==> src/drcp_pkg.sv <==
package drcp_pkg;

  // ----------------------------------------------------------------
  // Debug register addresses in the write-only space
  // ----------------------------------------------------------------
  localparam int unsigned ADDR_W     = 8;
  localparam logic [7:0] ADDR_WR_UPPER = 8'h13;
  localparam logic [7:0] ADDR_WR_HIGH  = 8'h14;
  localparam logic [7:0] ADDR_WR_LOW   = 8'h15;
  localparam logic [7:0] ADDR_COMMAND  = 8'h16;
  localparam logic [7:0] ADDR_MEM_WR   = 8'h30;

  // ----------------------------------------------------------------
  // Command byte layout
  // ----------------------------------------------------------------
  localparam int unsigned CMD_TAG_MSB   = 7;
  localparam int unsigned CMD_TAG_LSB   = 3;
  localparam int unsigned CMD_GROUP_MSB = 2;
  localparam logic [4:0] CMD_TAG_READ   = 5'h00;
  localparam logic [4:0] CMD_TAG_WRITE  = 5'h10;
  localparam logic [2:0] GROUP_SP       = 3'h6;
  localparam logic [2:0] GROUP_PC       = 3'h7;

  // ----------------------------------------------------------------
  // Widths and buffering
  // ----------------------------------------------------------------
  localparam int unsigned DATA_W     = 8;
  localparam int unsigned STAGE_W    = 24;
  localparam int unsigned GROUP_W    = 3;
  localparam int unsigned FIFO_DEPTH = 8;
  localparam logic [7:0]  ADDR_STEP  = 8'h01;

  typedef enum logic [3:0] {
    ST_IDLE      = 4'b0001,
    ST_READ_WAIT = 4'b0010,
    ST_MEM_WAIT  = 4'b0100,
    ST_SETTLE    = 4'b1000
  } drcp_state_t;

endpackage : drcp_pkg

==> src/drcp_debug_register_command_port.sv <==
// Operation
// - The three staging bytes form one 24-bit value with the upper byte most significant.
// - Destinations narrower than 24 bits take only the low bits of the staging value.
// - The upper, high and low staging bytes decode at 13h, 14h and 15h.
// - The command register sits at 16h right after the staging bytes for one sequential burst.
// - Writing the command register starts its operation at once with no further trigger.
// - A read command loads the selected register into the upper, high and low result bytes.
// - A write command takes the value for the CPU destination from the staging bytes.
// - Codes 00 to 07 read page/F/A, BC, DE, HL, IX, IY, SP and PC in that order.
// - Codes 80 to 87 write the same groups in the same order from the staging bytes.
// - Stack commands 06 and 86 select the long pointer in long mode and the short one otherwise.
// - A byte written to the memory port is stored at the address held by the program counter.
// - The memory address is the full PC in long mode and page plus PC low 16 bits otherwise.
// - The program counter advances by one after each memory port byte.
// - The debug address does not advance on memory port bytes so a burst streams to memory.
// - The memory write port decodes at 30h.
// - Staging registers are write-only and hold no defined reset value; memory port address and data reset to zero.
`timescale 1ns/1ps

// ------------------------------------------------------------------
// Byte FIFO between the debug link decoder and the command executor
// ------------------------------------------------------------------
module drcp_fifo #(
  parameter int unsigned WIDTH = 16,
  parameter int unsigned DEPTH = drcp_pkg::FIFO_DEPTH
) (
  // Clock and reset
  input  wire logic             clk,
  input  wire logic             reset,
  // Fill side
  input  wire logic             in_valid,
  output logic                  in_ready,
  input  wire logic [WIDTH-1:0] in_data,
  // Drain side
  output logic                  out_valid,
  input  wire logic             out_ready,
  output logic      [WIDTH-1:0] out_data
);
  localparam int unsigned PTR_W = $clog2(DEPTH);

  if (DEPTH < 2 || (DEPTH & (DEPTH - 1)) != 0) begin : g_bad_depth
    $error("drcp_fifo depth must be a power of two of at least two");
  end

  logic [WIDTH-1:0] mem [DEPTH];
  logic [PTR_W-1:0] wr_ptr;
  logic [PTR_W-1:0] rd_ptr;
  logic [PTR_W:0]   count;
  logic [PTR_W:0]   next_count;
  wire              push = in_valid && in_ready;
  wire              pop  = out_valid && out_ready;

  assign out_data = mem[rd_ptr];

  always_comb begin
    next_count = count;
    if (push && !pop)
      next_count = count + 1'b1;
    else if (pop && !push)
      next_count = count - 1'b1;
  end

  // Full and empty come from flip-flops so the ready seen by the link is clean.
  always_ff @(posedge clk) begin
    if (reset) begin
      wr_ptr    <= '0;
      rd_ptr    <= '0;
      count     <= '0;
      in_ready  <= 1'b0;
      out_valid <= 1'b0;
    end else begin
      if (push)
        wr_ptr <= wr_ptr + 1'b1;
      if (pop)
        rd_ptr <= rd_ptr + 1'b1;
      count     <= next_count;
      in_ready  <= next_count != (PTR_W+1)'(DEPTH);
      out_valid <= next_count != '0;
    end
  end

  always_ff @(posedge clk) begin
    if (push)
      mem[wr_ptr] <= in_data;
  end

endmodule : drcp_fifo

// ------------------------------------------------------------------
// Debug register and command port
// ------------------------------------------------------------------
module drcp_debug_register_command_port #(
  parameter int unsigned FIFO_DEPTH = drcp_pkg::FIFO_DEPTH
) (
  // Clock and reset
  input  wire logic        clk,
  input  wire logic        reset,
  // Debug link side, already framed by the link decoder
  input  wire logic        dbg_addr_load,
  input  wire logic [7:0]  dbg_addr,
  input  wire logic        dbg_data_valid,
  output logic             dbg_data_ready,
  input  wire logic [7:0]  dbg_data,
  // Read result bytes
  output logic [7:0]       read_result_upper,
  output logic [7:0]       read_result_high,
  output logic [7:0]       read_result_low,
  // CPU register file
  output logic             reg_read_req,
  output logic             reg_write_strobe,
  output logic [2:0]       reg_group,
  output logic             reg_sp_long,
  output logic [23:0]      reg_write_data,
  input  wire logic        reg_read_valid,
  input  wire logic [23:0] reg_read_data,
  // CPU state
  input  wire logic        long_address_mode,
  input  wire logic [7:0]  memory_base_page,
  input  wire logic [23:0] cpu_pc,
  output logic             pc_increment,
  // Memory write path
  output logic             mem_wr_req,
  output logic [23:0]      mem_wr_addr,
  output logic [7:0]       mem_wr_data,
  input  wire logic        mem_wr_ack
);

  // ----------------------------------------------------------------
  // Address tracking and buffering
  // ----------------------------------------------------------------
  localparam int unsigned ENTRY_W = drcp_pkg::ADDR_W + drcp_pkg::DATA_W;

  drcp_pkg::drcp_state_t state;
  logic [7:0]            cur_addr;
  logic                  fifo_ready;
  logic                  fifo_valid;
  logic [ENTRY_W-1:0]    fifo_entry;
  logic [7:0]            write_stage_upper;
  logic [7:0]            write_stage_high;
  logic [7:0]            write_stage_low;

  wire       link_push   = dbg_data_valid && fifo_ready;
  wire [7:0] link_addr   = dbg_addr_load ? dbg_addr : cur_addr;
  wire       at_mem_port = link_addr == drcp_pkg::ADDR_MEM_WR;

  // A byte offered together with an address load goes to the new address.
  always_ff @(posedge clk) begin
    if (reset)
      cur_addr <= '0;
    else if (link_push && !at_mem_port)
      cur_addr <= link_addr + drcp_pkg::ADDR_STEP;
    else if (dbg_addr_load)
      cur_addr <= dbg_addr;
  end

  // The address travels with each byte, so a later address load never retargets queued data.
  drcp_fifo #(
    .WIDTH (ENTRY_W),
    .DEPTH (FIFO_DEPTH)
  ) u_fifo (
    .clk       (clk),
    .reset     (reset),
    .in_valid  (dbg_data_valid),
    .in_ready  (fifo_ready),
    .in_data   ({link_addr, dbg_data}),
    .out_valid (fifo_valid),
    .out_ready (state == drcp_pkg::ST_IDLE),
    .out_data  (fifo_entry)
  );

  // The link sees the buffer's own ready, so a full buffer holds the host off instead of
  // silently dropping a byte.
  assign dbg_data_ready = fifo_ready;

  // ----------------------------------------------------------------
  // Decode of the byte at the head of the buffer
  // ----------------------------------------------------------------
  wire [7:0]  q_addr    = fifo_entry[ENTRY_W-1:drcp_pkg::DATA_W];
  wire [7:0]  q_data    = fifo_entry[drcp_pkg::DATA_W-1:0];
  wire        take      = fifo_valid && state == drcp_pkg::ST_IDLE;
  wire        hit_upper = take && q_addr == drcp_pkg::ADDR_WR_UPPER;
  wire        hit_high  = take && q_addr == drcp_pkg::ADDR_WR_HIGH;
  wire        hit_low   = take && q_addr == drcp_pkg::ADDR_WR_LOW;
  wire        hit_cmd   = take && q_addr == drcp_pkg::ADDR_COMMAND;
  wire        hit_mem   = take && q_addr == drcp_pkg::ADDR_MEM_WR;
  wire [4:0]  cmd_tag   = q_data[drcp_pkg::CMD_TAG_MSB:drcp_pkg::CMD_TAG_LSB];
  wire [2:0]  cmd_group = q_data[drcp_pkg::CMD_GROUP_MSB:0];
  wire        cmd_read  = hit_cmd && cmd_tag == drcp_pkg::CMD_TAG_READ;
  wire        cmd_write = hit_cmd && cmd_tag == drcp_pkg::CMD_TAG_WRITE;
  wire [23:0] stage_val = {write_stage_upper, write_stage_high, write_stage_low};
  wire [23:0] mem_addr  = long_address_mode ? cpu_pc
                                            : {memory_base_page, cpu_pc[15:0]};

  // ----------------------------------------------------------------
  // Staging bytes
  // ----------------------------------------------------------------
  // No reset here: these bytes are write-only and start undefined.
  always_ff @(posedge clk) begin
    if (hit_upper)
      write_stage_upper <= q_data;
    if (hit_high)
      write_stage_high <= q_data;
    if (hit_low)
      write_stage_low <= q_data;
  end

  // ----------------------------------------------------------------
  // Command executor
  // ----------------------------------------------------------------
  // After any CPU update the executor waits one cycle so the next byte sees the new PC.
  always_ff @(posedge clk) begin
    if (reset) begin
      state <= drcp_pkg::ST_IDLE;
    end else begin
      unique case (state)
        drcp_pkg::ST_IDLE: begin
          if (cmd_read)
            state <= drcp_pkg::ST_READ_WAIT;
          else if (cmd_write)
            state <= drcp_pkg::ST_SETTLE;
          else if (hit_mem)
            state <= drcp_pkg::ST_MEM_WAIT;
        end
        drcp_pkg::ST_READ_WAIT: begin
          if (reg_read_valid)
            state <= drcp_pkg::ST_IDLE;
        end
        drcp_pkg::ST_MEM_WAIT: begin
          if (mem_wr_ack)
            state <= drcp_pkg::ST_SETTLE;
        end
        drcp_pkg::ST_SETTLE: begin
          state <= drcp_pkg::ST_IDLE;
        end
      endcase
    end
  end

  always_ff @(posedge clk) begin
    if (reset) begin
      reg_read_req     <= 1'b0;
      reg_write_strobe <= 1'b0;
      reg_group        <= '0;
      reg_sp_long      <= 1'b0;
      reg_write_data   <= '0;
    end else begin
      reg_read_req     <= cmd_read || (reg_read_req && !reg_read_valid);
      reg_write_strobe <= cmd_write;
      if (cmd_read || cmd_write) begin
        reg_group   <= cmd_group;
        reg_sp_long <= long_address_mode;
      end
      if (cmd_write)
        reg_write_data <= stage_val;
    end
  end

  always_ff @(posedge clk) begin
    if (reset) begin
      read_result_upper <= '0;
      read_result_high  <= '0;
      read_result_low   <= '0;
    end else if (state == drcp_pkg::ST_READ_WAIT && reg_read_valid) begin
      read_result_upper <= reg_read_data[23:16];
      read_result_high  <= reg_read_data[15:8];
      read_result_low   <= reg_read_data[7:0];
    end
  end

  always_ff @(posedge clk) begin
    if (reset) begin
      mem_wr_req   <= 1'b0;
      mem_wr_addr  <= '0;
      mem_wr_data  <= '0;
      pc_increment <= 1'b0;
    end else begin
      mem_wr_req   <= hit_mem || (mem_wr_req && !mem_wr_ack);
      pc_increment <= state == drcp_pkg::ST_MEM_WAIT && mem_wr_ack;
      if (hit_mem) begin
        mem_wr_addr <= mem_addr;
        mem_wr_data <= q_data;
      end
    end
  end

endmodule : drcp_debug_register_command_port

==> config.mk <==
export PLATFORM = sky130hd
export DESIGN_NAME = drcp_debug_register_command_port
export DESIGN_NICKNAME = d
export VERILOG_FILES = /design/src/drcp_pkg.sv /design/src/drcp_debug_register_command_port.sv
export SDC_FILE = /design/constraint.sdc
export NUM_CORES = 1
export LEC_CHECK = 0
export BUFFER_PORTS_ARGS = -buffer_cell sky130_fd_sc_hd__buf_4
export CAP_MARGIN = 15
export CORE_MARGIN = 2
export CORE_UTILIZATION = 45
export CTS_BUF_LIST = sky130_fd_sc_hd__clkbuf_4 sky130_fd_sc_hd__clkbuf_8 sky130_fd_sc_hd__clkbuf_16
export DETAILED_ROUTE_END_ITERATION = 7
export PLACE_DENSITY = 0.66
export SLEW_MARGIN = 20
export SYNTH_ARGS = -nofsm -noshare
export SYNTH_HDL_FRONTEND = slang
export SYNTH_SLANG_ARGS = --single-unit
==> constraint.sdc <==
create_clock -name clk -period 8.98 [get_ports clk]
set_input_delay 0.898 -clock clk [delete_from_list [all_inputs] [get_ports clk]]
set_output_delay 0.898 -clock clk [all_outputs]
set_load 0.01 [all_outputs]
Word-level counts from Yosys, hierarchy flattened
Memories as Yosys holds them, arrays and structs flattened. A register that Yosys moved wholly into a read port is not among the register bits.
Index checks and enable logic that the tools add are counted.
- $add $sub $neg: 5
- shifts and indexed selects: 0
- muxes and demuxes: 15
- div/mod/pow operators: 0
- bitwise operators: 0
- order comparisons: 0
- reduce and logical (&&, ||, !) cells: 27
- equality and inequality tests: 15
- multiply operators: 0
- operators with widths (operator ; count):
    == test 8 x 5 -> 1 bit, second input constant ; 4
    2-to-1 mux 4 bit ; 7
    2-to-1 mux 24 bit ; 1
    == test 8 x 6 -> 1 bit, second input constant ; 2
    logical AND 1 bit ; 16
    2-to-1 mux 8 bit ; 2
    one-hot mux 4 bit (4 select lines) ; 1
    adder 8 x 1 -> 8 bit, second input constant ; 1
    != test 4 bit, second input constant ; 2
    adder 3 x 1 -> 3 bit, second input constant ; 2
    2-to-1 mux 3 bit ; 2
    == test 5 bit, second input constant ; 1
    zero test 1 bit ; 5
    zero test 5 bit ; 1
    adder 4 x 1 -> 4 bit, second input constant ; 1
    == test 4 x 1 -> 1 bit, second input constant ; 1
    == test 4 x 2 -> 1 bit, second input constant ; 1
    == test 4 x 3 -> 1 bit, second input constant ; 1
    == test 4 bit, second input constant ; 1
    != test 2 bit, second input constant ; 2
    nonzero test 4 bit ; 1
    subtractor 4 x 1 -> 4 bit, second input constant ; 1
    logical OR 1 bit ; 3
    AND reduction 3 bit ; 1
    2-to-1 mux 1 bit ; 2
- register bits: 136
- bits in latches: 0
- memory bits (writable): 128
- input bits: 79
- output and inout bits: 89
- memories kept: 1
- logic and storage cells: 85
- bits in read-only memories: 0
- memory list (name ; depth ; width ; rd ports ; clocked after memory_dff ; write ports ; RTL line ; source):
    u_fifo.mem ; 8 ; 16 ; 1 ; 1 ; 1 ; drcp_debug_register_command_port.sv:45 ; logic [WIDTH-1:0] mem [DEPTH];

Logic depth before layout (Yosys ltp)
Gate-level depths: netlist of the first run.
- depth after elaboration: 7
- mapped depth: 11
- gate-level depth less buffers: 7

Cells and area by module
From an unflattened synthesis of the first run, not the netlist that was laid out.
- cell total of the unflattened synthesis: 798
- area, all modules: 10591.4 um^2
- by module, submodules not included (module ; times used ; sequential area each (um^2) ; cells an instance ; area an instance (um^2)):
    drcp_fifo ; 1 ; 4144.0 ; 269 ; 5526.6
    drcp_debug_register_command_port ; 1 ; 2722.6 ; 529 ; 5064.9

Least setup slack after synthesis of the first run
Ideal clock, no wire load.
- kind: input to register
- from: in dbg_data_valid
- to: mem u_fifo.mem[0][0], enable pin
- slack: 6.014 ns
- data required time: 8.571 ns
- setup time: 0.409 ns
- path buffers: 1
- cell stages on the path: 4
- arrival: 2.556 ns
- cells stage by stage: and2_1 > clkbuf_1 > nand2b_1 > nor3_1
- longest elaborated chain between the ends: 3
- RTL lines (item ; RTL line ; source):
    start, declared ; drcp_debug_register_command_port.sv:101 ; input wire logic dbg_data_valid,
    logical AND 1 bit ; drcp_debug_register_command_port.sv:50 ; wire push = in_valid && in_ready;
    2-to-1 mux 1 bit ; drcp_debug_register_command_port.sv:83 ; if (push)
    2-to-1 mux 1 bit (not written as such) ; drcp_debug_register_command_port.sv:84 ; mem[wr_ptr] <= in_data;
    end, declared ; drcp_debug_register_command_port.sv:45 ;
No other way between the ends.

==> run_results.csv, run 1 <==
group,metric,value,unit
floorplanning,die_w,158,um
pwr,p_int,2.23,mW
synthesis,ys_seq_area_share,64.7,%
floorplanning,pin_count,168,
setup_path,r2r_end,"write_stage_high[1]",
floorplanning,start_util,45.5,%
synthesis,synth_commonest_cells,"edfxtp_1, dfxtp_1, nand2_1",
hold_path,hold_class,"flop to flop",
clock_tree,postCtsSetupRepairBufs,0,
drt,route.detailed.drc,0,
floorplanning,die_height,158,um
pwr,power.net_switching,0.912,mW
synthesis,synth_top_area_share,43.0,%
sta,period_share,44.1,%
sta,hold_viol_final,0,
sta,fin_crit,3.96,ns
synthesis,synth_top_area_cell,"edfxtp_1",
setup_path,cp-end-kind,"flop",
sta,worstMarginPinSlew,1.11,ns
clock_tree,cts_tree,"done",
drt,routed_wl,24300,um
pwr,power_switching_share,29.0,%
status,status,"finished clean",
setup_path,setup.worst_path.class,"flop to flop",
drt,wl_per_cell,18.5,um
setup_path,critPathRequiredTime,9.15,ns
floorplanning,dieArea,0.0248,sq mm
synthesis,async_flop_share,0,%
pwr,p_per_area,241,mW/mm^2
floorplanning,core_area,0.0233,sq mm
drt,viasPerCell,5.52,
synthesis,synth_cell_types,56,
final_layout,seq_area,0.00687,sq mm
final_layout,diodes,0,
synthesis,syn_nets,915,
final_layout,fill_cells,1970,
drt,vias,7253,
sta,setup_slack,5.02,ns
global_routing,grt_max_degree,103,
clock_tree,htreeDepth,1,
setup_path,reg2regPathDepth,8,
synthesis,ys.flop_type,"edfxtp_1",
synthesis,netlist_top_cells_area,"edfxtp_1, dfxtp_1, mux2i_1, mux4_2, a21oi_1",
global_routing,grt_pass1_wl,37100,um
setup_path,cp-endpoint,"write_stage_high[1]",
setup_path,worst-path-max-fanout,56,
clock_tree,cts_resized,0,
hold_path,worstHoldPathCells,2,
sta,clock-skew-final,0.0101,ns
synthesis,synth_cells,830,
clock_tree,clock_path_buffers,3,
sta,setup_viol,0,
synthesis,synth_area,0.0106,sq mm
global_routing,antenna_found_initial,0,
drt,antenna_left,0,
sta,rsz0062_at_grt,"false",
final_layout,drive_gt1_share,27.4,%
pwr,power_frac_seq,44.7,%
floorplanning,rows,56,
sta,drv_slew,0,
synthesis,synth.most_common_cell,"edfxtp_1",
clock_tree,clk-insertion-delay-late,0.55,ns
synthesis,synth-seq-cells,267,
global_routing,overflow,0,
final_layout,fin_nets,1059,
job,maxCapViolCount,0,
clock_tree,cts_made_buffers,29,
clock_tree,clock-sinks,267,
setup_path,r2r_slack,5.02,ns
sta,finalSetupTns,0,ns
synthesis,synth_enable_flop_cells,152,
placed_design,place_inst,1261,
global_routing,grt_pass1_vias,6699,
sta,slew_headroom,26.2,%
clock_tree,root_buffer,"clkbuf_16",
placed_design,place_hpwl,15400,um
global_routing,grt.total_usage,18.9,%
final_layout,utilization,55.9,%
placed_design,gp_congestion,0.785,
placed_design,dp_slack,4.77,ns
drt,drtPass1Iterations,4,
pwr,power_leakage,4.54,nW
setup_path,critPathLaunchType,"flop",
sta,max_clock_freq,253,MHz
setup_path,arrival,4.13,ns
final_layout,layoutNonFillerInstCount,1315,
pwr,ir_drop,0.161,mV
drt,drt_first_iter_violations,511,
final_layout,syn_to_final_growth,22.8,%
clock_tree,ctsHoldBuffers,0,
final_layout,multi_input_area,0.00347,sq mm
synthesis,yosysWarnings,0,
pwr,power_frac_clock,36.0,%
clock_tree,clkTransAtPathRegs,0.06,ns
synthesis,syn_area_per_cell,12.8,sq um
placed_design,port_buffers,167,
pwr,pwr-share-comb,19.3,%
-- critical path, stage by stage, from the launching register on --
cell and delay [ns]:
dfxtp_1 0.64, buf_4 0.35, nor2b_1 0.44, a22oi_1 0.17, nor3_1 0.37, o2111a_2 0.24
buf_4 0.48, nand4b_1 0.22, nor2_1 0.64
-- placed cells by master (no fill, tap or decap), drive strengths merged, types with 5 or more instances in the layout --
cell type  count
buf          178
edfxtp       152
dfxtp        115
nand2         84
a21oi         76
nand4         48
mux2i         43
nor2          35
clkbuf        34
o41ai         24
o31ai         23
mux4          17
nor3          16
inv           15
clkinv        14
a22oi         11
a211oi        11
o21ai          9
mux2           9
nand2b         8
xnor2          8
a31oi          8
ha             6
and2           5
xor2           5
nor4           5
-- metal layers --
metal  share of wire [%]  track usage [%]
met1                  43             26.2
met2                  48             30.9
met3                 6.6             3.12
met4                 1.8             5.28
met5                   0                0
-- cell families after synthesis --
family / after synthesis / synth area share [%]
fa+ha+maj: 6 / 0.707
mux: 69 / 8.65
xor+xnor: 13 / 1.07
flops: 267 / 64.7
buf+inv: 77 / 3.53
simple gates: 221 / 10.5
compound gates: 177 / 10.9
-- worst min path at each step --
| stage | endpoint | startpoint | slack [ns] |
|---|---|---|---|
| 2_1_floorplan | flop | u_fifo.rd_ptr[1] | 0.45 |
| 3_3_place_gp | read_result_low[7] | read_result_low[7] | 0.44 |
| 3_5_place_dp | read_result_low[4] | read_result_low[4] | 0.45 |
| 4_1_cts | read_result_low[4] | read_result_low[4] | 0.46 |
| 5_1_grt | read_result_high[6] | read_result_high[6] | 0.48 |
| 6_report | read_result_low[4] | read_result_low[4] | 0.45 |
-- layout make-up --
type                    instances  area share, %
clock buffers                  34           5.85
clock inverters                19           1.19
inverters                      12          0.345
multi-input cells             486           26.6
flip-flops and latches        267           52.7
well taps                     319           3.06
repair buffers                178           10.3
-- through the flow --
stage | power, mW | cell area (sq um) | hold slack, ns
2_1_floorplan | 1.85 | 10600 | 0.454
3_3_place_gp | 2.03 | 12100 | 0.443
3_5_place_dp | 2.04 | 12100 | 0.447
4_1_cts | 3.17 | 13000 | 0.455
5_1_grt | 3.28 | 13000 | 0.477
6_report | 3.15 | 13000 | 0.455
-- power groups by stage --
stage,clock network [mW],logic [mW],registers (mW)
2_1_floorplan,0,0.434,1.42
5_1_grt,1.21,0.662,1.41
4_1_cts,1.16,0.606,1.41
3_3_place_gp,0,0.599,1.43
6_report,1.13,0.606,1.41
3_5_place_dp,0,0.604,1.43
-- flip-flops by register name, summed over array words and instances, names as in the netlist, 3 cells and up, named ones only --
signal and count:
u_fifo.mem 128, mem_wr_addr 24, reg_write_data 24, cur_addr 8
mem_wr_data 8, read_result_high 8, read_result_low 8, read_result_upper 8
write_stage_high 8, write_stage_low 8, write_stage_upper 8, state 4
u_fifo.count 4, reg_group 3, u_fifo.rd_ptr 3, u_fifo.wr_ptr 3
(Power assumes the default switching activity.)
==> run 2, diff against run 1 <==
--- a/config.mk
+++ b/config.mk
@@ -11,7 +11,7 @@
 export CORE_UTILIZATION = 45
 export CTS_BUF_LIST = sky130_fd_sc_hd__clkbuf_4 sky130_fd_sc_hd__clkbuf_8 sky130_fd_sc_hd__clkbuf_16
 export DETAILED_ROUTE_END_ITERATION = 7
-export PLACE_DENSITY = 0.66
+export PLACE_DENSITY = 0.68
 export SLEW_MARGIN = 20
 export SYNTH_ARGS = -nofsm -noshare
 export SYNTH_HDL_FRONTEND = slang
==> constraint.sdc (replaced) <==
create_clock -name clk -period 3.3 [get_ports clk]
set_input_delay 0.33 -clock clk [delete_from_list [all_inputs] [get_ports clk]]
set_output_delay 0.33 -clock clk [all_outputs]
set_load 0.01 [all_outputs]
==> run_results.csv, run 2 (synthesis results as in run 1) <==
group,metric,value,unit
status,status,"finished clean",
clock_tree,cts_made_buffers,28,
clock_tree,cts_tree,"done",
global_routing,grt_pass1_wl,38500,um
pwr,power,8.69,mW
final_layout,top_regs,"u_fifo.mem x128, mem_wr_addr x24, reg_write_data x24",
sta,rsz0062_at_grt,"false",
job,maxCapViolCount,0,
global_routing,antenna_found_initial,0,
final_layout,multi_input_area,0.00344,sq mm
pwr,power_leakage,4.69,nW
sta,whs,0.0208,ns
sta,hold_viol_final,0,
clock_tree,clk-insertion-delay-late,0.54,ns
hold_path,hold_class,"input pin to flop",
global_routing,grt_pass1_vias,6997,
drt,wl_per_cell,18.9,um
placed_design,port_buffers,167,
drt,viasPerCell,5.52,
pwr,p_per_area,657,mW/mm^2
sta,fin_crit,3.10,ns
final_layout,fill_cells,1970,
drt,route.detailed.drc,0,
pwr,power_frac_seq,44.1,%
sta,slew_headroom,29.4,%
clock_tree,htreeDepth,1,
setup_path,r2r_slack,0.20,ns
floorplanning,rows,56,
pwr,power.net_switching,2.52,mW
setup_path,path_cells,"buf_4 > nor2b_1 > buf_4 > a22oi_1 > o221a_2 > buf_4 > nand4b_1 > nor3_1 > buf_4",
setup_path,crit_top_cell,"buf_4",
setup_path,critPathRequiredTime,3.55,ns
setup_path,max_stage_delay,0.73,ns
global_routing,grt.total_usage,19.7,%
global_routing,overflow,0,
setup_path,arrival,3.34,ns
setup_path,cp-end-kind,"flop",
final_layout,syn_to_final_growth,24.4,%
setup_path,cpMaxStageDelayCell,"dfxtp_1",
global_routing,grt_max_degree,60,
floorplanning,start_util,45.5,%
clock_tree,ctsHoldBuffers,0,
sta,period_share,93.8,%
sta,max_clock_freq,323,MHz
setup_path,reg2regPathDepth,9,
floorplanning,die_height,158,um
sta,worstMarginPinSlew,1.05,ns
final_layout,diodes,0,
clock_tree,root_buffer,"clkbuf_16",
floorplanning,die_w,158,um
setup_path,critPathLaunchType,"flop",
drt,antenna_left,0,
pwr,power_switching_share,29.0,%
final_layout,fin_nets,1082,
clock_tree,clkTransAtPathRegs,0.06,ns
floorplanning,dieArea,0.0248,sq mm
final_layout,final_common_cell,"buf_4",
drt,drtPass1Iterations,5,
final_layout,final_cell_mix,"buf_4, edfxtp_1, dfxtp_1",
sta,clock-skew-final,0.0168,ns
clock_tree,clock-sinks,267,
floorplanning,pin_count,168,
pwr,ir_drop,0.445,mV
drt,vias,7381,
sta,finalSetupTns,0,ns
hold_path,worstHoldPathCells,1,
pwr,power_frac_clock,35.3,%
floorplanning,core_area,0.0233,sq mm
clock_tree,postCtsSetupRepairBufs,0,
clock_tree,clock_path_buffers,3,
setup_path,setup.worst_path.class,"flop to flop",
final_layout,drive_gt1_share,29.1,%
pwr,pwr-share-comb,20.6,%
sta,drv_slew,0,
setup_path,worst-path-max-fanout,24,
clock_tree,cts_resized,0,
final_layout,seq_area,0.00687,sq mm
final_layout,largest-register,"u_fifo.mem",
sta,setup_viol,0,
drt,drt_first_iter_violations,566,
pwr,p_int,6.17,mW
placed_design,place_hpwl,16400,um
placed_design,gp_congestion,0.818,
final_layout,largest_reg_flops,128,
drt,routed_wl,25300,um
[run 2: cell types whose count changed in the layout (fill, tap and decap cells not counted), sizes merged]
cell      previous run  this run
buf                178       202
bufinv               2         1
clkbuf              34        36
inv                 15        14
clkinvlp             0         1
clkinv              14        12
[run 2: power by group through the flow]
stage | combinational, mW | sequential (mW) | clock, mW
5_1_grt | 1.94 | 3.85 | 3.25
4_1_cts | 1.79 | 3.83 | 3.13
3_5_place_dp | 1.78 | 3.90 | 0
6_report | 1.79 | 3.83 | 3.07
3_3_place_gp | 1.75 | 3.90 | 0
2_1_floorplan | 1.18 | 3.86 | 0
[run 2: final cells by class]
class                           instances  area share, %
Inverter                               12          0.341
Clock buffer                           36           6.08
Clock inverter                         16          0.890
Timing Repair Buffer                  202           11.7
Multi-Input combinational cell        486           26.0
Sequential cell                       267           52.0
Tap cell                              319           3.02
[run 2: stage by stage]
step	utilization, %	worst slack [ns]	cell area [sq um]	std cells
finish	56.6	0.204	13200	1338
global route	56.6	0.0140	13200	1338
CTS	56.6	0.191	13200	1338
detailed placement	52.7	0.211	12300	1286
global placement	52.7	0.253	12300	1286
floorplan	-	0.356	10600	830
[run 2: critical path, delay by kind of cell (launching register included)]
family          cells  cell delay (ns)
simple gates        3             0.44
buf+inv             4             0.94
compound gates      2             0.70
flops               1             0.73
[run 2: routing by layer]
metal  track usage, %  vias to the layer above  part of all wire (%)
met2             33.5                      241                    49
met4             4.50                        0                   1.9
met5                0                        -                     0
met1             26.7                     3595                    44
li1                 -                     3507                     -
met3             3.04                       38                   5.7
[run 2: final timing paths]
| check | from | endpoint |
|---|---|---|
| max reg2reg | flop | write_stage_low[6] |
| min | dbg_data[2] | u_fifo.mem[0][2] |
| max | flop | write_stage_low[6] |
| min reg2reg | read_result_upper[0] | read_result_upper[0] |
==> run 3, diff against run 2 <==
--- a/config.mk
+++ b/config.mk
@@ -5,6 +5,7 @@
 export SDC_FILE = /design/constraint.sdc
 export NUM_CORES = 1
 export LEC_CHECK = 0
+export ABC_AREA = 1
 export BUFFER_PORTS_ARGS = -buffer_cell sky130_fd_sc_hd__buf_4
 export CAP_MARGIN = 15
 export CORE_MARGIN = 2
==> run_results.csv, run 3 <==
group,metric,value,unit
global_routing,overflow,0,
synthesis,synth_top_area_cell,"edfxtp_1",
setup_path,critPathLaunchType,"flop",
final_layout,final_common_cell,"buf_4",
synthesis,yosysWarnings,0,
clock_tree,clock_path_buffers,3,
pwr,power_leakage,5.60,nW
sta,finalSetupTns,0,ns
setup_path,r2r_slack,0.72,ns
setup_path,setup.worst_path.class,"flop to flop",
synthesis,ys_seq_area_share,63.8,%
clock_tree,clock-sinks,267,
global_routing,antenna_found_initial,0,
synthesis,synth_commonest_cells,"nand2_1, inv_1, edfxtp_1",
synthesis,synth_cell_types,38,
sta,setup_slack,0.723,ns
final_layout,largest_reg_flops,128,
global_routing,grt_pass1_vias,7181,
setup_path,cpMaxStageDelayCell,"buf_4",
global_routing,grt.total_usage,19.2,%
drt,wl_per_cell,15.2,um
synthesis,synth_area,0.0108,sq mm
sta,slew_headroom,30.1,%
sta,clock-skew-final,0.0221,ns
synthesis,synth.most_common_cell,"nand2_1",
setup_path,critPathRequiredTime,3.76,ns
drt,drtPass1Iterations,6,
clock_tree,cts_tree,"done",
synthesis,syn_nets,1197,
drt,drt_first_iter_violations,570,
floorplanning,die_height,159,um
sta,hold_viol_final,0,
synthesis,synth_top_area_share,42.4,%
clock_tree,root_buffer,"clkbuf_16",
pwr,p_per_area,694,mW/mm^2
setup_path,arrival,3.03,ns
sta,period_share,78.1,%
drt,routed_wl,24600,um
drt,route.detailed.drc,0,
synthesis,netlist_top_cells_area,"edfxtp_1, dfxtp_1, nand2_1, inv_1, o21ai_0",
final_layout,largest-register,"u_fifo.mem",
floorplanning,start_util,45.9,%
placed_design,place_hpwl,16000,um
final_layout,diodes,0,
final_layout,syn_to_final_growth,23.3,%
synthesis,async_flop_share,0,%
sta,worstMarginPinSlew,1.05,ns
sta,fin_crit,2.58,ns
placed_design,port_buffers,167,
synthesis,synth_cells,1112,
placed_design,gp_congestion,0.792,
drt,antenna_left,0,
sta,setup_viol,0,
final_layout,drive_gt1_share,20.1,%
clock_tree,clkTransAtPathRegs,0.06,ns
clock_tree,cts_resized,0,
sta,drv_slew,0,
final_layout,final_cell_mix,"buf_4, nand2_1, inv_1",
sta,rsz0062_at_grt,"false",
status,status,"finished clean",
setup_path,path_delay_family,"simple AND/OR/NAND/NOR gates",
floorplanning,dieArea,0.0252,sq mm
clock_tree,htreeDepth,1,
global_routing,grt_max_degree,73,
setup_path,path_cells,"buf_4 > nand2_1 > o21ai_2 > nand2_1 > nand3_1 > nand2_1 > nor2_1 > buf_4 > and2_1 > nand2_4 > inv_4 > nor2_1 > nor2_1",
synthesis,synth-seq-cells,267,
final_layout,top_regs,"u_fifo.mem x128, mem_wr_addr x24, reg_write_data x24",
hold_path,hold_class,"input pin to flop",
drt,viasPerCell,4.85,
final_layout,final_area,0.0133,sq mm
floorplanning,rows,56,
placed_design,dp_slack,0.736,ns
sta,whs,0.0326,ns
clock_tree,cts_made_buffers,29,
job,maxCapViolCount,0,
pwr,power,9.22,mW
drt,vias,7864,
final_layout,fin_nets,1366,
placed_design,placed_area,0.0123,sq mm
synthesis,syn_area_per_cell,9.68,sq um
synthesis,synth_enable_flop_cells,152,
setup_path,max_stage_delay,0.51,ns
setup_path,cp-end-kind,"flop",
pwr,ir_drop,0.401,mV
setup_path,worst-path-max-fanout,64,
clock_tree,postCtsSetupRepairBufs,0,
synthesis,ys.flop_type,"edfxtp_1",
global_routing,grt_pass1_wl,37800,um
setup_path,crit_buf_inv,3,
floorplanning,die_w,159,um
floorplanning,core_area,0.0235,sq mm
sta,max_clock_freq,388,MHz
floorplanning,pin_count,168,
clock_tree,ctsHoldBuffers,0,
clock_tree,clk-insertion-delay-late,0.54,ns
[run 3: changes by cell type in the layout (fill, tap and decap cells not counted), sizes merged, moves of 23 or more]
cell / change
inv: +156
o21ai: +119
nand2: +90
nor2: +89
nand3: +68
nand4: -44
mux2i: -35
o41ai: -24
o31ai: -23
[run 3: layout make-up]
class | instances | area [sq um]
inverters | 170 | 641
fillers | 2032 | 10200
clock buffers | 39 | 807
well taps | 319 | 399
clock inverters | 14 | 198
repair buffers | 188 | 1420
flip-flops and latches | 267 | 6870
multi-input cells | 625 | 2940
[run 3: layer usage]
layer	GRT usage (%)	up-vias	wire [um]
li1	-	3983	-
met1	25.4	3632	10500
met2	32.8	204	12300
met3	3.24	45	1240
met4	4.98	0	546
met5	0	-	0
[run 3: stage by stage]
| step | cells | util (%) |
|---|---|---|
| 2_1_floorplan | 1112 | - |
| 3_3_place_gp | 1569 | 52.3 |
| 3_5_place_dp | 1569 | 52.3 |
| 4_1_cts | 1622 | 56.6 |
| 5_1_grt | 1622 | 56.6 |
| 6_report | 1622 | 56.6 |
[run 3: cells by family after synthesis]
kind of cell / synth area share (%)
muxes: 0.744
and+or+nand+nor: 15.2
adders and majority gates: 0.697
xor gates and xnor gates: 0.326
DFF: 63.8
AOI/OAI and AO/OA: 10.3
buffers and inverters: 8.92
[run 3: power by group]
part / internal [mW] / switching, mW / leakage [nW]
combinational: 0.627 / 1.38 / 2.78
sequential: 3.79 / 0.0797 / 2.31
clock: 2.10 / 1.25 / 0.510
total: 6.52 / 2.70 / 5.60
[run 3: worst paths after layout]
check / from / to / cells after the start
hold reg to reg: mem_wr_data[7] / mem_wr_data[7] / 2
setup / recovery: flop / reg_write_data[19] / 13
hold / removal: dbg_data[5] / u_fifo.mem[6][5] / 1
setup reg to reg: flop / reg_write_data[19] / 13
[run 3: worst reg2reg max path, stage by stage, from the launching register on]
cell and delay [ns]:
dfxtp_2 0.33, buf_4 0.51, nand2_1 0.16, o21ai_2 0.13, nand2_1 0.06, nand3_1 0.07, nand2_1 0.09, nor2_1 0.21
buf_4 0.16, and2_1 0.16, nand2_4 0.17, inv_4 0.26, nor2_1 0.08, nor2_1 0.11
